`config.mk`:
```
export PLATFORM = sky130hd
export DESIGN_NAME = spfc_top
export DESIGN_NICKNAME = d
export VERILOG_FILES = /design/src/spfc_pkg.sv /design/src/spfc_top.sv /design/src/spfc_sync3.sv /design/src/spfc_mgmt_filter.sv
export SDC_FILE = /design/constraint.sdc
export NUM_CORES = 1
export LEC_CHECK = 0
export BUFFER_PORTS_ARGS = -buffer_cell sky130_fd_sc_hd__buf_2
export CORE_MARGIN = 2
export CORE_UTILIZATION = 44
export DETAILED_ROUTE_END_ITERATION = 12
export PLACE_DENSITY_LB_ADDON = 0.15
export SYNTH_ARGS = -nofsm -noshare
export SYNTH_HDL_FRONTEND = slang
export SYNTH_SLANG_ARGS = --single-unit
```
`constraint.sdc`:
```
create_clock -name clk_i -period 2.5 [get_ports clk_i]
set_input_delay 0.375 -clock clk_i [delete_from_list [all_inputs] [get_ports clk_i]]
set_output_delay 0.375 -clock clk_i [all_outputs]
set_load 0.02 [all_outputs]
```
`src/spfc_pkg.sv`:
```
package spfc_pkg;

  // register indices as printed; byte address is four times the index
  localparam int          NUM_PORTS       = 6;
  localparam logic [5:0]  IDX_PORT_FIRST  = 6'h00;
  localparam logic [5:0]  IDX_PORT_LAST   = 6'h05;
  localparam logic [5:0]  IDX_MGMT        = 6'h08;
  localparam logic [5:0]  IDX_MODE        = 6'h0b;

  // port traffic control fields
  localparam int          STP_LSB         = 5;
  localparam int          TXDIS_BIT       = 1;
  localparam int          RXDIS_BIT       = 0;
  // management port receive control fields
  localparam int          UCAST_BIT       = 4;
  localparam int          MCAST_BIT       = 3;
  localparam int          BCAST_BIT       = 2;
  // switch mode fields
  localparam int          FWD_EN_BIT      = 1;
  localparam int          MODE_BIT        = 0;
  localparam int          MODE_RSVD_LSB   = 2;

  // reset values
  localparam logic        TXDIS_RST       = 1'b0;
  localparam logic        RXDIS_RST       = 1'b0;
  localparam logic        ACCEPT_RST      = 1'b0;
  localparam logic [5:0]  MODE_RSVD_VAL   = 6'h01;

  // last settle count; the strap is given this many cycles plus one to settle after reset release
  localparam logic [2:0]  STRAP_SETTLE    = 3'h4;

  // axi responses
  localparam logic [1:0]  RESP_OKAY       = 2'h0;
  localparam logic [1:0]  RESP_SLVERR     = 2'h2;

  typedef enum logic [2:0] {
    STP_NONE       = 3'b000,
    STP_DISABLED   = 3'b001,
    STP_BLOCKING   = 3'b010,
    STP_LISTENING  = 3'b011,
    STP_LEARNING   = 3'b100,
    STP_FORWARDING = 3'b101
  } spfc_stp_t;

  typedef struct packed {
    logic [2:0] stp;
    logic       tx_disable;
    logic       rx_disable;
  } spfc_port_ctrl_t;

  typedef struct packed {
    logic ucast;
    logic mcast;
    logic bcast;
  } spfc_accept_t;

  typedef struct packed {
    logic valid;
    logic unicast;
    logic multicast;
    logic broadcast;
    logic table_hit;
    logic flooded;
    logic mirror_hit;
    logic reserved_mcast;
  } spfc_frame_t;

endpackage

```
`src/spfc_top.sv`:
```
// Contract
// - six 8-bit port traffic control registers, indices 00h to 05h.
// - bits 7:5 hold software's spanning-tree state; codes 110-111 unused.
// - spanning-tree state resets to 000 unmanaged, 001 managed, from strap.
// - port bit 1 set disables that port's mac transmit; resets 0.
// - port bit 0 set disables that port's mac receive; resets 0.
// - mgmt bit 4 passes table-hit unicast to fmp management port; resets 0.
// - with bit 4 clear only mirror-qualified unicast reaches fmp.
// - unicast enable ignored unless management port is the fmp.
// - mgmt bit 3 passes flooded multicast; else only mirrored multicast.
// - mgmt bit 2 passes broadcast to fmp management port; resets 0.
// - mode bit 1 gates all forwarding; resets to strap value.
//
// Decided for this implementation: the AXI4-Lite interface to the registers.
`timescale 1ns/1ps
module spfc_top #(
  parameter int ADDR_W = 8
) (
  input  wire logic                                    clk_i,
  input  wire logic                                    resetn_i,
  // axi4-lite write address
  input  wire logic                                    s_axi_awvalid,
  output logic                                         s_axi_awready,
  input  wire logic [ADDR_W-1:0]                       s_axi_awaddr,
  input  wire logic [2:0]                              s_axi_awprot,
  // axi4-lite write data
  input  wire logic                                    s_axi_wvalid,
  output logic                                         s_axi_wready,
  input  wire logic [31:0]                             s_axi_wdata,
  input  wire logic [3:0]                              s_axi_wstrb,
  // axi4-lite write response
  output logic                                         s_axi_bvalid,
  input  wire logic                                    s_axi_bready,
  output logic [1:0]                                   s_axi_bresp,
  // axi4-lite read address
  input  wire logic                                    s_axi_arvalid,
  output logic                                         s_axi_arready,
  input  wire logic [ADDR_W-1:0]                       s_axi_araddr,
  input  wire logic [2:0]                              s_axi_arprot,
  // axi4-lite read data
  output logic                                         s_axi_rvalid,
  input  wire logic                                    s_axi_rready,
  output logic [31:0]                                  s_axi_rdata,
  output logic [1:0]                                   s_axi_rresp,
  // strap pin and datapath side
  input  wire logic                                    forwarding_strap_i,
  input  wire logic                                    mgmt_is_fmp_i,
  input  wire spfc_pkg::spfc_frame_t                   frame_i,
  output spfc_pkg::spfc_port_ctrl_t [spfc_pkg::NUM_PORTS-1:0] port_ctrl_o,
  output spfc_pkg::spfc_accept_t                       mgmt_accept_o,
  output logic                                         forwarding_enable_o,
  output logic                                         managed_mode_o,
  output logic                                         init_done_o,
  output logic                                         decision_valid_o,
  output logic                                         to_mgmt_o,
  output logic                                         forward_ok_o
);
  import spfc_pkg::*;

  typedef enum logic [1:0] {
    INIT_SETTLE = 2'b00,
    INIT_LOAD   = 2'b01,
    INIT_DONE   = 2'b10
  } spfc_init_t;

  spfc_init_t                init_q;
  logic [2:0]                settle_q;
  logic                      strap_lvl;
  logic                      load_defaults;

  logic                      aw_have_q;
  logic                      w_have_q;
  logic [ADDR_W-1:0]         awaddr_q;
  logic [7:0]                wbyte_q;
  logic                      wlane_q;
  logic                      commit;
  logic                      commit_hit;
  logic [5:0]                commit_idx;
  logic                      aw_take;
  logic                      w_take;
  logic                      b_done;
  logic                      aw_have_d;
  logic                      w_have_d;
  logic                      bvalid_d;
  logic                      ar_take;
  logic                      r_done;
  logic                      rvalid_d;

  spfc_port_ctrl_t [NUM_PORTS-1:0] port_q;
  spfc_accept_t              accept_q;
  logic                      fwd_en_q;
  logic                      managed_q;

  // index from a byte address; low two bits ignored
  function automatic logic [5:0] addr_index(input logic [ADDR_W-1:0] addr);
    addr_index = 6'(addr[ADDR_W-1:2]);
  endfunction

  // true when the index names an implemented register
  function automatic logic addr_hit(input logic [5:0] idx);
    addr_hit = (idx <= IDX_PORT_LAST) || (idx == IDX_MGMT) || (idx == IDX_MODE);
  endfunction

  // read image of a register; reserved bits at their defaults
  function automatic logic [7:0] read_image(input logic [5:0] idx,
                                            input spfc_port_ctrl_t [NUM_PORTS-1:0] ports,
                                            input spfc_accept_t acc,
                                            input logic fen,
                                            input logic mgd);
    logic [7:0] v;
    v = 8'h00;
    if (idx <= IDX_PORT_LAST) begin
      v[7:STP_LSB]   = ports[idx[2:0]].stp;
      v[TXDIS_BIT]   = ports[idx[2:0]].tx_disable;
      v[RXDIS_BIT]   = ports[idx[2:0]].rx_disable;
    end else if (idx == IDX_MGMT) begin
      v[UCAST_BIT]   = acc.ucast;
      v[MCAST_BIT]   = acc.mcast;
      v[BCAST_BIT]   = acc.bcast;
    end else if (idx == IDX_MODE) begin
      v[7:MODE_RSVD_LSB] = MODE_RSVD_VAL;
      v[FWD_EN_BIT]  = fen;
      v[MODE_BIT]    = mgd;
    end
    read_image = v;
  endfunction

  // strap pin through the three-stage synchroniser
  spfc_sync3 u_strap_sync (
    .clk_i    (clk_i),
    .resetn_i (resetn_i),
    .async_i  (forwarding_strap_i),
    .level_o  (strap_lvl)
  );

  // wait for the strap to settle, then load defaults once
  always_ff @(posedge clk_i or negedge resetn_i) begin
    if (!resetn_i) begin
      init_q   <= INIT_SETTLE;
      settle_q <= 3'h0;
    end else begin
      case (init_q)
        INIT_SETTLE: begin
          settle_q <= settle_q + 3'h1;
          if (settle_q == STRAP_SETTLE) begin
            init_q <= INIT_LOAD;
          end
        end
        INIT_LOAD: begin
          init_q <= INIT_DONE;
        end
        INIT_DONE: begin
          init_q <= INIT_DONE;
        end
        default: begin
          init_q <= INIT_SETTLE;
        end
      endcase
    end
  end

  assign load_defaults = (init_q == INIT_LOAD);

  // handshakes on each channel
  assign aw_take = s_axi_awvalid & s_axi_awready;
  assign w_take  = s_axi_wvalid & s_axi_wready;
  assign b_done  = s_axi_bvalid & s_axi_bready;
  assign ar_take = s_axi_arvalid & s_axi_arready;
  assign r_done  = s_axi_rvalid & s_axi_rready;

  // write fires once address and data are both held
  assign commit     = aw_have_q & w_have_q & ~s_axi_bvalid;
  assign commit_idx = addr_index(awaddr_q);
  assign commit_hit = commit & addr_hit(commit_idx) & wlane_q;

  // next-state of the write channel bookkeeping
  always_comb begin
    aw_have_d = aw_have_q;
    w_have_d  = w_have_q;
    bvalid_d  = s_axi_bvalid;
    if (aw_take) begin
      aw_have_d = 1'b1;
    end
    if (w_take) begin
      w_have_d = 1'b1;
    end
    if (commit) begin
      aw_have_d = 1'b0;
      w_have_d  = 1'b0;
      bvalid_d  = 1'b1;
    end else if (b_done) begin
      bvalid_d  = 1'b0;
    end
  end

  // address and data latches; either order accepted
  always_ff @(posedge clk_i or negedge resetn_i) begin
    if (!resetn_i) begin
      aw_have_q <= 1'b0;
      w_have_q  <= 1'b0;
      awaddr_q  <= '0;
      wbyte_q   <= 8'h00;
      wlane_q   <= 1'b0;
    end else begin
      aw_have_q <= aw_have_d;
      w_have_q  <= w_have_d;
      if (aw_take) begin
        awaddr_q <= s_axi_awaddr;
      end
      if (w_take) begin
        wbyte_q <= s_axi_wdata[7:0];
        wlane_q <= s_axi_wstrb[0];
      end
    end
  end

  // write response and readies
  always_ff @(posedge clk_i or negedge resetn_i) begin
    if (!resetn_i) begin
      s_axi_bvalid  <= 1'b0;
      s_axi_bresp   <= RESP_OKAY;
      s_axi_awready <= 1'b0;
      s_axi_wready  <= 1'b0;
    end else begin
      s_axi_bvalid  <= bvalid_d;
      if (commit) begin
        s_axi_bresp <= addr_hit(commit_idx) ? RESP_OKAY : RESP_SLVERR;
      end
      s_axi_awready <= (init_q == INIT_DONE) & ~aw_have_d & ~bvalid_d;
      s_axi_wready  <= (init_q == INIT_DONE) & ~w_have_d & ~bvalid_d;
    end
  end

  // read channel: one read in flight
  assign rvalid_d = ar_take | (s_axi_rvalid & ~r_done);

  always_ff @(posedge clk_i or negedge resetn_i) begin
    if (!resetn_i) begin
      s_axi_rvalid  <= 1'b0;
      s_axi_rdata   <= 32'h0000_0000;
      s_axi_rresp   <= RESP_OKAY;
      s_axi_arready <= 1'b0;
    end else begin
      s_axi_rvalid  <= rvalid_d;
      s_axi_arready <= (init_q == INIT_DONE) & ~rvalid_d;
      if (ar_take) begin
        s_axi_rdata <= {24'h00_0000, read_image(addr_index(s_axi_araddr), port_q,
                                                accept_q, fwd_en_q, managed_q)};
        s_axi_rresp <= addr_hit(addr_index(s_axi_araddr)) ? RESP_OKAY : RESP_SLVERR;
      end
    end
  end

  // per-port traffic control registers
  for (genvar p = 0; p < NUM_PORTS; p++) begin : g_port
    always_ff @(posedge clk_i or negedge resetn_i) begin
      if (!resetn_i) begin
        port_q[p].stp        <= STP_NONE;
        port_q[p].tx_disable <= TXDIS_RST;
        port_q[p].rx_disable <= RXDIS_RST;
      end else if (load_defaults) begin
        port_q[p].stp        <= strap_lvl ? STP_NONE : STP_DISABLED;
        port_q[p].tx_disable <= TXDIS_RST;
        port_q[p].rx_disable <= RXDIS_RST;
      end else if (commit_hit && commit_idx == IDX_PORT_FIRST + 6'(p)) begin
        port_q[p].stp        <= wbyte_q[7:STP_LSB];
        port_q[p].tx_disable <= wbyte_q[TXDIS_BIT];
        port_q[p].rx_disable <= wbyte_q[RXDIS_BIT];
      end
    end
  end

  // management port receive control
  always_ff @(posedge clk_i or negedge resetn_i) begin
    if (!resetn_i) begin
      accept_q <= {ACCEPT_RST, ACCEPT_RST, ACCEPT_RST};
    end else if (commit_hit && commit_idx == IDX_MGMT) begin
      accept_q.ucast <= wbyte_q[UCAST_BIT];
      accept_q.mcast <= wbyte_q[MCAST_BIT];
      accept_q.bcast <= wbyte_q[BCAST_BIT];
    end
  end

  // switch mode; forwarding held off until the strap is known
  always_ff @(posedge clk_i or negedge resetn_i) begin
    if (!resetn_i) begin
      fwd_en_q  <= 1'b0;
      managed_q <= 1'b0;
    end else if (load_defaults) begin
      fwd_en_q  <= strap_lvl;
      managed_q <= ~strap_lvl;
    end else if (commit_hit && commit_idx == IDX_MODE) begin
      fwd_en_q  <= wbyte_q[FWD_EN_BIT];
      managed_q <= wbyte_q[MODE_BIT];
    end
  end

  // control outputs, registered copies
  always_ff @(posedge clk_i or negedge resetn_i) begin
    if (!resetn_i) begin
      port_ctrl_o         <= '0;
      mgmt_accept_o       <= '0;
      forwarding_enable_o <= 1'b0;
      managed_mode_o      <= 1'b0;
      init_done_o         <= 1'b0;
    end else begin
      port_ctrl_o         <= port_q;
      mgmt_accept_o       <= accept_q;
      forwarding_enable_o <= fwd_en_q;
      managed_mode_o      <= managed_q;
      init_done_o         <= (init_q == INIT_DONE);
    end
  end

  // per-frame steering toward the management port
  spfc_mgmt_filter u_filter (
    .clk_i            (clk_i),
    .resetn_i         (resetn_i),
    .frame_i          (frame_i),
    .accept_i         (accept_q),
    .mgmt_is_fmp_i    (mgmt_is_fmp_i),
    .fwd_enable_i     (fwd_en_q),
    .managed_i        (managed_q),
    .decision_valid_o (decision_valid_o),
    .to_mgmt_o        (to_mgmt_o),
    .forward_ok_o     (forward_ok_o)
  );

endmodule

```
`src/spfc_sync3.sv`:
```
`timescale 1ns/1ps
module spfc_sync3 (
  input  wire logic clk_i,
  input  wire logic resetn_i,
  input  wire logic async_i,
  output logic      level_o
);

  logic [2:0] stage_q;

  // three-stage chain; first stage feeds only the second
  always_ff @(posedge clk_i or negedge resetn_i) begin
    if (!resetn_i) begin
      stage_q <= 3'h0;
    end else begin
      stage_q <= {stage_q[1:0], async_i};
    end
  end

  // level moves only when stages two and three agree
  always_ff @(posedge clk_i or negedge resetn_i) begin
    if (!resetn_i) begin
      level_o <= 1'b0;
    end else if (stage_q[1] == stage_q[2]) begin
      level_o <= stage_q[2];
    end
  end

endmodule

```
`src/spfc_mgmt_filter.sv`:
```
`timescale 1ns/1ps
module spfc_mgmt_filter (
  input  wire logic                  clk_i,
  input  wire logic                  resetn_i,
  input  wire spfc_pkg::spfc_frame_t frame_i,
  input  wire spfc_pkg::spfc_accept_t accept_i,
  input  wire logic                  mgmt_is_fmp_i,
  input  wire logic                  fwd_enable_i,
  input  wire logic                  managed_i,
  output logic                       decision_valid_o,
  output logic                       to_mgmt_o,
  output logic                       forward_ok_o
);
  import spfc_pkg::*;

  logic go;
  logic uc_sel;
  logic mc_sel;
  logic bc_sel;
  logic rsvd_trap;

  // no frame goes to management or forwarding while forwarding is off
  assign go = frame_i.valid & fwd_enable_i;
  // unicast: table hit when accepted, else mirror only; needs fmp role
  assign uc_sel = frame_i.unicast & mgmt_is_fmp_i
                & ((accept_i.ucast & frame_i.table_hit) | frame_i.mirror_hit);
  // multicast: flooded when accepted, else mirror only
  assign mc_sel = frame_i.multicast & mgmt_is_fmp_i
                & ((accept_i.mcast & frame_i.flooded) | frame_i.mirror_hit);
  // broadcast: all when accepted, else mirror only
  assign bc_sel = frame_i.broadcast & mgmt_is_fmp_i
                & (accept_i.bcast | frame_i.mirror_hit);
  // managed mode keeps reserved multicast from flooding; it reaches the cpu only when mgmt_is_fmp_i is set
  assign rsvd_trap = managed_i & frame_i.reserved_mcast;

  // one registered decision per presented frame
  always_ff @(posedge clk_i or negedge resetn_i) begin
    if (!resetn_i) begin
      decision_valid_o <= 1'b0;
      to_mgmt_o        <= 1'b0;
      forward_ok_o     <= 1'b0;
    end else begin
      decision_valid_o <= frame_i.valid;
      to_mgmt_o        <= go & (uc_sel | mc_sel | bc_sel | (rsvd_trap & mgmt_is_fmp_i));
      forward_ok_o     <= go & ~rsvd_trap;
    end
  end

endmodule

```
[Word-level counts from Yosys, hierarchy flattened]
Cells that the tools add are included.
Operators by class
  mux-type cells: 35
  $add $sub $neg: 1
  bitwise gates (word level): 43
  eq/ne operators: 14
  reductions and logical operators: 22
  $lt $le $gt $ge: 3
Operator list (number)
  $mux W5: 13
  $and A1 B1 Y1: 28
  $eq A6 B4 Y1 const B: 4
  $bmux W5 S3: 1
  $reduce_bool A2 Y1: 7
  $eq A6 B2 Y1 const B: 2
  $eq A6 B3 Y1 const B: 2
  $le A6 B3 Y1 const B: 2
  $mux W3: 4
  $mux W1: 11
  $mux W2: 5
  $logic_and A1 B1 Y1: 8
  $not A1 Y1: 8
  $or A1 B1 Y1: 7
  $eq A6 B1 Y1 const B: 1
  $logic_not A6 Y1: 1
  $logic_or A1 B1 Y1: 4
  $lt A3 B4 Y1 const B: 1
  $pmux W2 S2: 1
  $add A3 B1 Y3 const B: 1
  $eq A3 B3 Y1 const B: 1
  $eq A2 B1 Y1 const B: 1
  $eq A2 B2 Y1 const B: 1
  $logic_not A2 Y1: 1
  other kinds (3): 3
Word-level totals
  output and inout port bits: 80
  input bits: 75
  word-level logic and storage cells: 185
  register bits: 119

[Logic depth before layout (Yosys ltp)]
  depth in word-level cells: 8
  mapped depth: 6
  gate-level depth less buffers: 5

[Modules after synthesis]
Synthesis repeated with hierarchy kept, for this count alone.
Second synthesis, totals
  cells, all modules: 353
  area, all modules: 4697.0 um^2
By module, submodules not included
  spfc_top: sequential area each 2702.6 um^2, cells an instance 336, times used 1, area an instance 4450.5 um^2
  spfc_mgmt_filter: sequential area each 75.1 um^2, cells an instance 12, times used 1, area an instance 135.1 um^2
  spfc_sync3: sequential area each 100.1 um^2, cells an instance 5, times used 1, area an instance 111.4 um^2

[Least setup slack after synthesis]
OpenSTA, ideal clock, no wires.
  path type: register -> register
  from: register s_axi_bvalid
  to: register accept_q[0] (netlist name)
  required time: 2.375 ns
  setup time: 0.125 ns
  setup slack: 0.654 ns
  arrival time: 1.721 ns
  stages on the path, launching flop included: 5
  clock period less this slack: 1.846 ns
  path buffers: 0
  cell sequence: dfrtp_1 -> nand3b_1 -> or3_1 -> nor2_1 -> mux2_2
Between the ends
  word-level cells in the longest chain between the ends: 5
RTL lines
  from (decl): RTL line spfc_top.sv:32  | output logic s_axi_bvalid,
  from (signal assigned): RTL line spfc_top.sv:225  | s_axi_bvalid <= bvalid_d;
  $not A1 Y1: RTL line spfc_top.sv:172  | assign commit = aw_have_q & w_have_q & ~s_axi_bvalid;
  $and A1 B1 Y1: RTL line spfc_top.sv:172
  $and A1 B1 Y1 (2 in a row): RTL line spfc_top.sv:174  | assign commit_hit = commit & addr_hit(commit_idx) & wlane_q;
  $logic_and A1 B1 Y1: RTL line spfc_top.sv:277  | end else if (commit_hit && commit_idx == IDX_MGMT) begin
  to (signal assigned): RTL line spfc_top.sv:276  | accept_q <= {ACCEPT_RST, ACCEPT_RST, ACCEPT_RST};
  to (decl): RTL line spfc_top.sv:90  | spfc_accept_t accept_q;
Every way passes these cells.
A chain may end at the register's enable or synchronous reset.

[Final worst setup path]
Same ends and word-level chain as after synthesis.

==> run metrics <==
status finished clean; global-route wire length before repair 15500 um; WL/cell 15.6 um; EDFF count, synth 0; die height 107 um; Placer Congestion 0.810; final net count 553; post-synth design cell area 4690 sq um; CP Buf/Inv Count 0; root buf cell clkbuf_8; max_slew headroom 56.1%; CORE AREA 10300 sq um; setup TNS 0 ps; TritonCTS Buffers 17; Tcrit/Tclk final 76.9%; Die X 107 um; ANT cells 0; detailed placement HPWL 6740 um; Crit path max-delay family simple AND/OR/NAND/NOR gates; layout cells sized above 1 33.0%; ys flop type dfrtp_1; Final Non-Filler Cells 621; Yosys top cell by area dfrtp_1; detailed router's first-iteration violation count 120; sequential area share after synthesis 61.4%; post-cts sizing count 0; Crit Reg-Reg Startpoint s_axi_bvalid; hold worst-path end s_axi_bvalid; Critical Path AT 2320 ps; post-layout util 56.8%; critical setup path kind reg -> reg; Via density 4.93; reported max-cap violation count 0; GRT Total Usage 18.1%; Worst-Margin Slew 659 ps; Initial Util 45.4%; Yosys reg bits 115; worst reg2reg setup slack 580 ps; Clk pin slew, worst setup/hold paths 60 ps; Yosys top cell area share 61.4%; worst hold path class in -> reg; Vias 3061; Power Dens Cells 1110 nW/um^2; synth top area cells dfrtp_1 (61%), mux2i_1 (8.3%), mux2_2 (4.8%); leakage 0.00309 uW; RR Endpoint accept_q[0]; final clock skew 7.45 ps; count of final max-slew check failures 0; io pins 155; placed insts 586; Post-CTS Hold Buffers 3; critical path required time 2890 ps; fin crit period 1920 ps; number of global-route vias before repair 2986; antenna viol nets, final 0; postcts setup bufs 0; drt total wl 9670 um; Final Hold Fails 0; drt pass-1 iters 4; Post-Synthesis Cells 364; synthesized area per cell 12.9 sq um; Min-Delay Startpoint s_axi_bready; hold depth 2; grt total ovfl 0; # setup viols final 0; clk sinks 115; most frequent cells in the layout dfrtp_1 (115), buf_2 (90), mux2i_1 (39), nor2_1 (33), conb_1 (26); TritonCTS clock tree yes; Critical Path, Cell by Cell nand3b_1, or3_1, nor2_1, mux2_2; P&R area growth vs syn 25.2%; CTS H-tree lvls 4; I/O Buffers 91; Crit. End Element register; Setup crit start kind register; FP Rows 37; synth warn 0; r2r worst-path depth 4; Critical-path top delay cell or3_1; initial antenna violation count 0; clk buf depth 2; die area 11500 sq um; crit-path max FO 5; count of different cell masters after synthesis 47; CP max stage delay 450 ps; RSZ-0062 raised after global routing false; FMAX 0.520 GHz; drt drc 0; largest net degree at the start of global routing 52; maximum VDD drop 436 uV; Clock Latency Late Sink 510 ps; most common cell after layout, fill and taps aside dfrtp_1; Async S/R FF share, synth 100%; CP Launch Point s_axi_bvalid
-- kinds of logic after synthesis --
logic type                 share of synthesized area (%)
buffers and inverters                               5.71
AOI/OAI and AO/OA                                   5.85
other                                             0.0800
DFF                                                 61.4
adders and majority gates                           1.82
xor gates and xnor gates                           0.374
and+or+nand+nor                                     10.2
muxes                                               14.6
-- final cells by class --
| type | count | area (sq um) |
|---|---|---|
| clock buffer | 18 | 418 |
| timing repair buffer | 100 | 546 |
| tap | 136 | 170 |
| clock inverter | 14 | 188 |
| fill | 875 | 4460 |
| sequential | 115 | 2880 |
| inverter | 9 | 33.8 |
| multi-input combinational | 229 | 1640 |
-- routing by layer --
layer,GRT usage (%),vias to the layer above,share of wire [%]
met3,6.08,12,5.8
met4,5.38,0,1.5
met1,24.0,1515,44
met2,28.4,94,48
li1,-,1440,-
met5,0,-,0
-- registers in the layout, summed over array words and instances (netlist names), 2 cells and up --
register and flops:
awaddr_q 6, port_ctrl_o 30, wbyte_q 8, port_q 30, mgmt_accept_o 3, init_q 2, settle_q 3, u_strap_sync.stage_q 3
s_axi_rdata 8, accept_q 3
-- cells in the mapped netlist (4+ instances only) --
library cell,count
inv_1,9
a21oi_1,12
nand2_1,21
o21ai_0,10
mux2_2,20
clkbuf_1,7
o211ai_1,4
mux2i_1,39
dfrtp_1,115
buf_4,26
and2_1,5
nand4_2,4
nor2_1,33
ha_1,6
nor3_1,4
-- metrics by stage --
stage	power, uW	hold slack, ps	setup slack (ps)	instance area, sq um
floorplan	3600	79.4	654	4780
global placement	4050	361	613	5230
detailed placement	4090	360	579	5230
CTS	6560	69.9	564	5870
global route	6850	73.4	478	5870
finish	6500	86.1	578	5870
-- power breakdown --
part	internal (uW)	switching, uW
logic	539	746
registers	2360	416
clock network	1610	832
-- how the worst max path moves through the flow --
stage | end | slack, ps | cells after the start
floorplan | accept_q[0] | 650 | 4
global placement | accept_q[2] | 610 | 4
detailed placement | accept_q[2] | 580 | 4
CTS | accept_q[0] | 560 | 4
global route | accept_q[0] | 480 | 4
finish | accept_q[0] | 580 | 4
Power figures use the tool's default switching activity.
